==> src/pkg/wdtr_pkg.sv <==
// Constants, register map and carrier types of the watchdog refresh block.
// Assumes a single 125 MHz clock that stands for the oscillator clock.
package wdtr_pkg;

   // ------------------------------------------------------------------
   // Timing
   // ------------------------------------------------------------------
   localparam int CLK_PERIOD_PS = 8000;
   localparam int OSC_PER_CYCLE = 12;
   localparam int CYCLE_TIME_PS = OSC_PER_CYCLE * CLK_PERIOD_PS;
   localparam int CLK_PER_CYCLE = (CYCLE_TIME_PS + CLK_PERIOD_PS - 1) / CLK_PERIOD_PS;
   localparam int PRESCALE_SLOW = 128;
   localparam int PRESCALE_FAST = 2;
   localparam int ARM_LIFE_CYCLES = 3;

   // ------------------------------------------------------------------
   // Register offsets
   // ------------------------------------------------------------------
   localparam logic [7:0] ADDR_RELOAD = 8'h86;
   localparam logic [7:0] ADDR_IRQ_ENABLE = 8'hA8;
   localparam logic [7:0] ADDR_IRQ_PRIORITY = 8'hA9;
   localparam logic [7:0] ADDR_START = 8'hB8;
   localparam logic [7:0] ADDR_COUNT_LOW = 8'hC0;
   localparam logic [7:0] ADDR_COUNT_HIGH = 8'hC1;
   localparam logic [7:0] ADDR_EVT_STATUS = 8'hC2;
   localparam logic [7:0] ADDR_EVT_MASK = 8'hC3;

   // ------------------------------------------------------------------
   // Field positions and values
   // ------------------------------------------------------------------
   localparam int RELOAD_PRESCALE_BIT = 7;
   localparam int ARM_BIT = 6;
   localparam int START_BIT = 6;
   localparam int SOURCE_FLAG_BIT = 6;
   localparam logic [7:0] RELOAD_RESET = 8'h00;
   localparam logic [7:0] IRQ_ENABLE_RESET = 8'h00;
   localparam logic [7:0] IRQ_PRIORITY_RESET = 8'h00;
   localparam logic [14:0] COUNT_RESET = 15'h0000;
   localparam logic [14:0] COUNT_TIMEOUT = 15'h7FFC;
   localparam logic [14:0] COUNT_LAST = 15'h7FFF;
   localparam logic [7:0] READ_UNMAPPED = 8'h00;

   // Event bits of the status and mask registers
   localparam int EVT_TIMEOUT = 0;
   localparam int EVT_REFRESH = 1;
   localparam int EVT_START = 2;
   localparam int EVT_COUNT = 3;
   localparam logic [EVT_COUNT-1:0] EVT_RESET = 3'h0;

   // ------------------------------------------------------------------
   // Types
   // ------------------------------------------------------------------
   typedef struct packed {
      logic [7:0] addr;
      logic [7:0] wdata;
      logic wr;
      logic rd;
   } wdtr_bus_req_t;

   typedef enum logic [1:0] {
      WDTR_STOPPED,
      WDTR_RUNNING,
      WDTR_IN_RESET
   } wdtr_state_t;

endpackage

==> src/hw/wdtr_tick.sv <==
// Machine-cycle enable and watchdog count-rate prescaler.
// Assumes clk is the oscillator clock; all outputs are one-cycle enables.
`timescale 1ns/1ps
module wdtr_tick (
   input wire logic clk,
   input wire logic resetn,
   input wire logic run,
   input wire logic slow_sel,
   input wire logic restart,
   output logic cycle_en,
   output logic count_en
);
   import wdtr_pkg::*;

   logic [3:0] osc_cnt_reg;
   logic [6:0] pre_cnt_reg;
   logic [6:0] pre_last;

   // ------------------------------------------------------------------
   // Machine cycle of twelve oscillator periods
   // ------------------------------------------------------------------
   always_ff @(posedge clk or negedge resetn) begin
      if (!resetn) begin
         osc_cnt_reg <= 4'h0;
         cycle_en <= 1'b0;
      end else if (osc_cnt_reg == 4'(CLK_PER_CYCLE - 1)) begin
         osc_cnt_reg <= 4'h0;
         cycle_en <= 1'b1; // [RQ17]
      end else begin
         osc_cnt_reg <= osc_cnt_reg + 4'h1;
         cycle_en <= 1'b0;
      end
   end

   // ------------------------------------------------------------------
   // Prescaler, restarted on start and refresh so a period is whole
   // ------------------------------------------------------------------
   assign pre_last = slow_sel ? 7'(PRESCALE_SLOW - 1) : 7'(PRESCALE_FAST - 1); // [RQ1]

   always_ff @(posedge clk or negedge resetn) begin
      if (!resetn) begin
         pre_cnt_reg <= 7'h00;
         count_en <= 1'b0;
      end else if (!run || restart) begin
         pre_cnt_reg <= 7'h00;
         count_en <= 1'b0;
      end else if (cycle_en) begin
         count_en <= (pre_cnt_reg >= pre_last);
         pre_cnt_reg <= (pre_cnt_reg >= pre_last) ? 7'h00 : pre_cnt_reg + 7'h01;
      end else begin
         count_en <= 1'b0;
      end
   end

endmodule

==> src/hw/wdtr_irq.sv <==
// Sticky event status, mask and level interrupt output.
// Assumes events are one-cycle pulses on the same clock as the bus.
`timescale 1ns/1ps
module wdtr_irq (
   input wire logic clk,
   input wire logic resetn,
   input wire logic [wdtr_pkg::EVT_COUNT-1:0] evt,
   input wire logic status_w1c,
   input wire logic mask_wr,
   input wire logic [wdtr_pkg::EVT_COUNT-1:0] wdata,
   output logic [wdtr_pkg::EVT_COUNT-1:0] status_reg,
   output logic [wdtr_pkg::EVT_COUNT-1:0] mask_reg,
   output logic irq
);
   import wdtr_pkg::*;

   // ------------------------------------------------------------------
   // Status, set wins over a clear in the same cycle
   // ------------------------------------------------------------------
   always_ff @(posedge clk or negedge resetn) begin
      if (!resetn) begin
         status_reg <= EVT_RESET;
      end else begin
         status_reg <= (status_reg & ~(status_w1c ? wdata : EVT_RESET)) | evt;
      end
   end

   always_ff @(posedge clk or negedge resetn) begin
      if (!resetn) begin
         mask_reg <= EVT_RESET;
      end else if (mask_wr) begin
         mask_reg <= wdata;
      end
   end

   // Registered, so the line lags the status by one cycle
   always_ff @(posedge clk or negedge resetn) begin
      if (!resetn) begin
         irq <= 1'b0;
      end else begin
         irq <= |(status_reg & mask_reg);
      end
   end

endmodule

==> src/hw/wdtr_top.sv <==
// Watchdog timer with two-step refresh, reached over a plain register port.
// Assumes the core issues one-cycle strobes and reads data one cycle later.
//
// Behaviour
// [RQ1] Fifteen-bit up-counter, rate machine cycle over 2, or over 128 with reload bit 7.
// [RQ2] On start the high byte takes the seven reload bits, low byte zero.
// [RQ3] External reset clears the whole reload register.
// [RQ4] Seven low reload bits are writable whether running or stopped.
// [RQ5] Setting bit 6 of the start register starts the watchdog.
// [RQ6] While stopped, a reload write updates the counter high byte at once.
// [RQ7] Counter low byte reads zero while stopped.
// [RQ8] Software cannot stop a started watchdog; only external reset does.
// [RQ9] Arm bit then start bit in the next instruction reloads the counter.
// [RQ10] Arm bit clears itself in the third machine cycle after being set.
// [RQ11] Internal reset raised when the running counter reaches 7FFC.
// [RQ12] Internal reset length follows the selected prescaler.
// [RQ13] Watchdog reset acts as external reset but keeps running and sets flag.
// [RQ14] Software may clear the reset-source flag by writing it.
// [RQ15] External reset clears the reset-source flag.
// [RQ16] Software must refresh within the time-out or the device resets.
// [RQ17] A machine cycle spans twelve oscillator periods.
// [RQ18] After a watchdog reset the counter reloads and runs on unprompted.
//
// The strobed register port is this design's own decision.
`timescale 1ns/1ps
module wdtr_top (
   input wire logic clk,
   input wire logic resetn,
   input wire wdtr_pkg::wdtr_bus_req_t bus_req,
   output logic [7:0] rdata,
   output logic wd_reset_out,
   output logic irq
);
   import wdtr_pkg::*;

   // ------------------------------------------------------------------
   // Declarations
   // ------------------------------------------------------------------
   wdtr_state_t state_reg;
   logic [7:0] wd_reload_reg;
   logic [7:0] irq_enable_reg;
   logic [7:0] irq_priority_reg;
   logic [14:0] count_reg;
   logic [1:0] arm_age_reg;
   logic wd_reset_reg;
   logic wd_reset_source_flag;
   logic cycle_en;
   logic count_en;
   logic wr_reload;
   logic wr_enable;
   logic wr_priority;
   logic wr_start;
   logic wr_status;
   logic wr_mask;
   logic wd_refresh_arm;
   logic wd_start_bit;
   logic do_start;
   logic do_refresh;
   logic running;
   logic at_timeout;
   logic at_last;
   logic timeout_evt;
   logic [EVT_COUNT-1:0] evt;
   logic [EVT_COUNT-1:0] evt_status;
   logic [EVT_COUNT-1:0] evt_mask;
   logic [7:0] wd_count_low;
   logic [7:0] wd_count_high;

   // ------------------------------------------------------------------
   // Address decode
   // ------------------------------------------------------------------
   assign wr_reload = bus_req.wr && (bus_req.addr == ADDR_RELOAD);
   assign wr_enable = bus_req.wr && (bus_req.addr == ADDR_IRQ_ENABLE);
   assign wr_priority = bus_req.wr && (bus_req.addr == ADDR_IRQ_PRIORITY);
   assign wr_start = bus_req.wr && (bus_req.addr == ADDR_START);
   assign wr_status = bus_req.wr && (bus_req.addr == ADDR_EVT_STATUS);
   assign wr_mask = bus_req.wr && (bus_req.addr == ADDR_EVT_MASK);

   assign wd_refresh_arm = irq_enable_reg[ARM_BIT];
   assign wd_start_bit = bus_req.wdata[START_BIT];
   assign running = (state_reg != WDTR_STOPPED);

   // Start from stopped; refresh only while the arm bit still stands
   assign do_start = wr_start && wd_start_bit && (state_reg == WDTR_STOPPED); // [RQ5]
   assign do_refresh = wr_start && wd_start_bit && running && wd_refresh_arm; // [RQ9]

   // Fires on the tick that lands on 7FFC, so the reset covers 7FFC to 7FFF
   assign at_timeout = ((count_reg + 15'h0001) == COUNT_TIMEOUT);
   assign at_last = (count_reg == COUNT_LAST);
   assign timeout_evt = count_en && (state_reg == WDTR_RUNNING) && at_timeout && !do_refresh;

   // ------------------------------------------------------------------
   // Machine cycle and prescaler
   // ------------------------------------------------------------------
   wdtr_tick u_tick (
      .clk(clk),
      .resetn(resetn),
      .run(running),
      .slow_sel(wd_reload_reg[RELOAD_PRESCALE_BIT]),
      .restart(do_start || do_refresh),
      .cycle_en(cycle_en),
      .count_en(count_en)
   );

   // ------------------------------------------------------------------
   // Run state; no write path leads back to stopped
   // ------------------------------------------------------------------
   always_ff @(posedge clk or negedge resetn) begin
      if (!resetn) begin
         state_reg <= WDTR_STOPPED; // [RQ8]
      end else begin
         case (state_reg)
            WDTR_STOPPED: begin
               if (do_start) begin
                  state_reg <= WDTR_RUNNING;
               end
            end
            WDTR_RUNNING: begin
               if (timeout_evt) begin
                  state_reg <= WDTR_IN_RESET; // [RQ11]
               end
            end
            WDTR_IN_RESET: begin
               // Reset ends at the wrap, four prescaled ticks later
               if (count_en && at_last) begin
                  state_reg <= WDTR_RUNNING; // [RQ18]
               end
            end
            default: begin
               state_reg <= WDTR_STOPPED;
            end
         endcase
      end
   end

   // ------------------------------------------------------------------
   // Reload and prescaler select
   // ------------------------------------------------------------------
   always_ff @(posedge clk or negedge resetn) begin
      if (!resetn) begin
         wd_reload_reg <= RELOAD_RESET; // [RQ3]
      end else if (wr_reload) begin
         // Accepted in any state; bit 7 acts at once, bits 6:0 reach the counter at once while stopped, else at the next reload
         wd_reload_reg <= bus_req.wdata; // [RQ4]
      end
   end

   // ------------------------------------------------------------------
   // Watchdog counter
   // ------------------------------------------------------------------
   always_ff @(posedge clk or negedge resetn) begin
      if (!resetn) begin
         count_reg <= COUNT_RESET;
      end else if (state_reg == WDTR_STOPPED) begin
         if (do_start) begin
            count_reg <= {wd_reload_reg[6:0], 8'h00}; // [RQ2]
         end else if (wr_reload) begin
            count_reg <= {bus_req.wdata[6:0], 8'h00}; // [RQ6] [RQ7]
         end else begin
            count_reg <= {count_reg[14:8], 8'h00}; // [RQ7]
         end
      end else if (do_refresh) begin
         count_reg <= {wd_reload_reg[6:0], 8'h00}; // [RQ9]
      end else if (count_en) begin
         if (at_last) begin
            count_reg <= {wd_reload_reg[6:0], 8'h00}; // [RQ18]
         end else begin
            count_reg <= count_reg + 15'h0001; // [RQ1]
         end
      end
   end

   // ------------------------------------------------------------------
   // Internal reset output, from 7FFC up to the wrap
   // ------------------------------------------------------------------
   // Held for four count ticks, so it scales with the prescaler
   always_ff @(posedge clk or negedge resetn) begin
      if (!resetn) begin
         wd_reset_reg <= 1'b0;
      end else if (timeout_evt) begin
         wd_reset_reg <= 1'b1; // [RQ11] [RQ12]
      end else if ((state_reg == WDTR_IN_RESET) && count_en && at_last) begin
         wd_reset_reg <= 1'b0; // [RQ12]
      end
   end

   assign wd_reset_out = wd_reset_reg;

   // ------------------------------------------------------------------
   // Arm bit and its three machine-cycle life
   // ------------------------------------------------------------------
   // The core owns the other enable bits; they are plain storage here
   always_ff @(posedge clk or negedge resetn) begin
      if (!resetn) begin
         irq_enable_reg <= IRQ_ENABLE_RESET;
         arm_age_reg <= 2'h0;
      end else if (wd_reset_reg || timeout_evt) begin
         // Cleared with the rising edge of the reset, so no read sees a stale arm
         irq_enable_reg <= IRQ_ENABLE_RESET; // [RQ13]
         arm_age_reg <= 2'h0;
      end else if (wr_enable) begin
         irq_enable_reg <= bus_req.wdata;
         arm_age_reg <= 2'h0;
      end else if (do_refresh) begin
         // A used arm cannot trigger a second refresh
         irq_enable_reg[ARM_BIT] <= 1'b0;
         arm_age_reg <= 2'h0;
      end else if (wd_refresh_arm && cycle_en) begin
         if (arm_age_reg == 2'(ARM_LIFE_CYCLES - 1)) begin
            irq_enable_reg[ARM_BIT] <= 1'b0; // [RQ10]
            arm_age_reg <= 2'h0;
         end else begin
            arm_age_reg <= arm_age_reg + 2'h1;
         end
      end
   end

   // ------------------------------------------------------------------
   // Priority register with the reset-source flag
   // ------------------------------------------------------------------
   always_ff @(posedge clk or negedge resetn) begin
      if (!resetn) begin
         irq_priority_reg <= IRQ_PRIORITY_RESET; // [RQ15]
      end else begin
         if (wr_priority) begin
            irq_priority_reg <= bus_req.wdata; // [RQ14]
         end
         if (timeout_evt) begin
            // Set wins over a software clear in the same cycle
            irq_priority_reg[SOURCE_FLAG_BIT] <= 1'b1; // [RQ13]
         end
      end
   end

   assign wd_reset_source_flag = irq_priority_reg[SOURCE_FLAG_BIT];

   // ------------------------------------------------------------------
   // Event interrupts
   // ------------------------------------------------------------------
   always_comb begin
      evt = EVT_RESET;
      evt[EVT_TIMEOUT] = timeout_evt;
      evt[EVT_REFRESH] = do_refresh;
      evt[EVT_START] = do_start;
   end

   wdtr_irq u_irq (
      .clk(clk),
      .resetn(resetn),
      .evt(evt),
      .status_w1c(wr_status),
      .mask_wr(wr_mask),
      .wdata(bus_req.wdata[EVT_COUNT-1:0]),
      .status_reg(evt_status),
      .mask_reg(evt_mask),
      .irq(irq)
   );

   // ------------------------------------------------------------------
   // Read data, valid the cycle after the strobe only
   // ------------------------------------------------------------------
   assign wd_count_low = count_reg[7:0];
   assign wd_count_high = {1'b0, count_reg[14:8]};

   always_ff @(posedge clk or negedge resetn) begin
      if (!resetn) begin
         rdata <= READ_UNMAPPED;
      end else if (bus_req.rd) begin
         case (bus_req.addr)
            ADDR_RELOAD: begin
               rdata <= wd_reload_reg;
            end
            ADDR_IRQ_ENABLE: begin
               rdata <= irq_enable_reg;
            end
            ADDR_IRQ_PRIORITY: begin
               rdata <= {irq_priority_reg[7], wd_reset_source_flag, irq_priority_reg[5:0]};
            end
            ADDR_START: begin
               rdata <= {1'b0, running, 6'h00};
            end
            ADDR_COUNT_LOW: begin
               rdata <= wd_count_low;
            end
            ADDR_COUNT_HIGH: begin
               rdata <= wd_count_high;
            end
            ADDR_EVT_STATUS: begin
               rdata <= {5'h00, evt_status};
            end
            ADDR_EVT_MASK: begin
               rdata <= {5'h00, evt_mask};
            end
            default: begin
               rdata <= READ_UNMAPPED;
            end
         endcase
      end else begin
         rdata <= READ_UNMAPPED;
      end
   end

endmodule

==> config.mk <==
export PLATFORM = sky130hd
export DESIGN_NAME = wdtr_top
export DESIGN_NICKNAME = d
export VERILOG_FILES = /design/src/pkg/wdtr_pkg.sv /design/src/hw/wdtr_tick.sv /design/src/hw/wdtr_irq.sv /design/src/hw/wdtr_top.sv
export SDC_FILE = /design/constraint.sdc
export NUM_CORES = 1
export LEC_CHECK = 0
export ABC_AREA = 1
export BUFFER_PORTS_ARGS = -buffer_cell sky130_fd_sc_hd__buf_2
export CAP_MARGIN = 20
export CORE_ASPECT_RATIO = 1.5
export CORE_MARGIN = 8
export CORE_UTILIZATION = 25
export CTS_CLUSTER_SIZE = 28
export DETAILED_ROUTE_END_ITERATION = 16
export SKIP_CTS_REPAIR_TIMING = 1
export SLEW_MARGIN = 25
export SYNTH_ARGS = -nofsm -noshare
export SYNTH_HDL_FRONTEND = slang
export SYNTH_SLANG_ARGS = --single-unit
==> constraint.sdc <==
create_clock -name clk -period 1.9 [get_ports clk]
set_input_delay 0.38 -clock clk [delete_from_list [all_inputs] [get_ports clk]]
set_output_delay 0.38 -clock clk [all_outputs]
set_load 0.02 [all_outputs]
==> flow_metrics.tcl <==
set metrics [dict create \
    holdWs_ps 351 \
    fmax_mhz 551 \
    cts_tree "done" \
    endpoint_kind "register" \
    cp_cell_sequence "ha_2 > nand2_4 > nor2_8 > nand3_4 > o21ai_2 > nand2_1 > nor2_2 > nand3_4 > nand2_8 > nor2_2" \
    yosys.area.top_type "dfrtp_1" \
    pre_cts_ws_ps -88.8 \
    hold_violations 0 \
    yosysWarnings 0 \
    rows 59 \
    clockRootBuffer "clkbuf_16" \
    fin_crit_ps 1820 \
    place_inst 870 \
    crit_path_start_kind "register" \
    final_layout_size_suffix_gt1_share_pct 18.5 \
    setup_viol 0 \
    placeableCoreArea_mm2 0.0172 \
    cts.sinks 72 \
    cp_top_family "simple AND/OR/NAND/NOR gates" \
    max_cap_viol_count 0 \
    cp_slowest_cell "dfrtp_1" \
    ir_drop_uv 407 \
    insertion_delay_ps 340 \
    route.detailed.drc 0 \
    cp_num_buf_inv 0 \
    fin_ws_ps 84.3 \
    syn_avg_cell_area_um2 7.23 \
    cp_max_fo 8 \
    num_vias 4062 \
    instances_no_fill 890 \
    syn_area_mm2 0.00437 \
    drtPass1Iterations 4 \
    hold_path.class "input port to register" \
    synth_top_area_share_pct 41.3 \
    worstMarginPinSlew_ps 505 \
    power.total_mw 4.26 \
    synth_edf_count 0 \
    die_x_um 124 \
    slowest_delay_ps 350 \
    rsz0062_at_grt "true" \
    cts_buffer_depth 2 \
    slew_viol_final 0 \
    grt_max_degree 27 \
    worstPathArrival_ps 2040 \
    holdPathStages 3 \
    clkTransAtPathRegs_ps 60 \
    antenna_cells 0 \
    drt_iter0_drc 178 \
    worstPathRequired_ps 2130 \
    ant_nets 0 \
    synth_common_cells "nand2_1, inv_1, dfrtp_1" \
    n_fill_cell 1828 \
    largest_reg_flops 15 \
    ys_seq_area_share_pct 41.3 \
    area_delta_synth_final_pct 24.1 \
    reg2regPathDepth 10 \
    start_util_pct 25.4 \
    ys_seq_elements 72 \
    status "complete, no violations" \
    ys_types 35 \
    gp_congestion 0.881 \
    cp.depth 10 \
    wl_per_cell_um 13.8 \
    dieArea_mm2 0.0220 \
    slew_headroom_pct 66.2 \
    powerDensity_mw_per_mm2 785 \
    crit_start "count_reg[1]$_DFFE_PN0P_" \
    synth_nets 634 \
    synthArstFlopShare_pct 100 \
    htreeDepth 3 \
    overflow 0 \
    cts_buffers 9 \
    dp_hpwl_um 9710 \
    layout.nets 702 \
    hp-start "bus_req[9]" \
    synth_cells 604 \
    leakage_nw 2.60 \
    r2r_start "count_reg[1]$_DFFE_PN0P_" \
    pin_count 30 \
    fin_crit_sh_pct 95.6 \
    yosys.cell_count.top_type "nand2_1" \
    ys_top_cells_by_area "dfrtp_1, nand2_1, inv_1, o21ai_0, nor2_1" \
    grt_use_total_pct 11.8 \
    antenna_found_initial 0 \
    synth_ff_type "dfrtp_1" \
    fin_skew_ps 6.40 \
    post-route-util_pct 31.5 \
    drt-total-wl_um 12300 \
    io_buffers 29 \
    crit_type "register to register" \
    grt_pass1_wl_um 20300 \
    fp.dieH_um 178 \
    vias_per_cell 4.56 \
    grt_pass1_vias 4135 \
]
-- path summary, 6_finish.rpt --
kind                                                     endpoint  slack (ps)
worst max-delay path                irq_enable_reg[0]$_DFFE_PN0P_          80
worst min register to register    irq_priority_reg[4]$_DFFE_PN0P_         490
max in group asynchronous                      rdata[1]$_DFF_PN0_         820
worst max register to register      irq_enable_reg[0]$_DFFE_PN0P_          80
min in group asynchronous       u_tick.pre_cnt_reg[4]$_DFFE_PN0P_         500
worst min-delay path              irq_priority_reg[7]$_DFFE_PN0P_         350
-- power by group --
| group | total (mW) | switching [mW] | leakage (nW) | internal, mW |
|---|---|---|---|---|
| clock network | 1.86 | 0.673 | 0.155 | 1.19 |
| logic | 0.667 | 0.423 | 1.48 | 0.244 |
| registers | 1.73 | 0.101 | 0.967 | 1.63 |
| total | 4.26 | 1.20 | 2.60 | 3.06 |
-- stage by stage --
stage | area, um2 | TNS (ps)
final | 5420 | 0
after global placement | 5010 | -182
after floorplan | 4370 | 0
after CTS | 5340 | 0
after global routing | 5420 | -580
after detailed placement | 5010 | -121
-- layer usage --
metal	GRT usage [%]	share of wire, %
met4	7.02	4.3
met3	1.82	2.7
met1	12.1	39
met2	21.7	54
met5	0	0
-- cell families after synthesis --
kind of cell | share of synthesized area [%]
adder cells (fa/ha/maj) | 2.87
AO/OA/AOI/OAI | 10.9
XOR/XNOR | 1.40
buffers and inverters | 8.71
flip-flops | 41.3
AND/OR/NAND/NOR | 34.7
multiplexers | 0.229
-- worst register-to-register path, delay by kind of cell, from the launching register on --
family / cells / cell delay [ps]
simple gates: 8 / 990
compound gates: 1 / 160
fa+ha+maj: 1 / 200
flops: 1 / 350
-- final cells by class --
class	count	area, um2	share of cell area, %
Timing Repair Buffer	63	430	7.94
Inverter	93	349	6.44
Tap cell	213	267	4.92
Clock buffer	10	239	4.41
Sequential cell	72	1800	33.3
Clock inverter	6	92.6	1.71
Multi-Input combinational cell	433	2240	41.3
-- layout by cell type (no fill, tap or decap), types with 9 or more instances in the layout --
cell type / n
nand2_1: 168
inv_1: 89
dfrtp_1: 71
o21ai_0: 56
nor2_1: 54
nand3_1: 36
buf_4: 32
buf_2: 28
a21oi_1: 25
nand4_1: 15
nor2_2: 15
ha_1: 9
clkbuf_16: 9
Note: power is estimated with default switching activity, not from simulation.
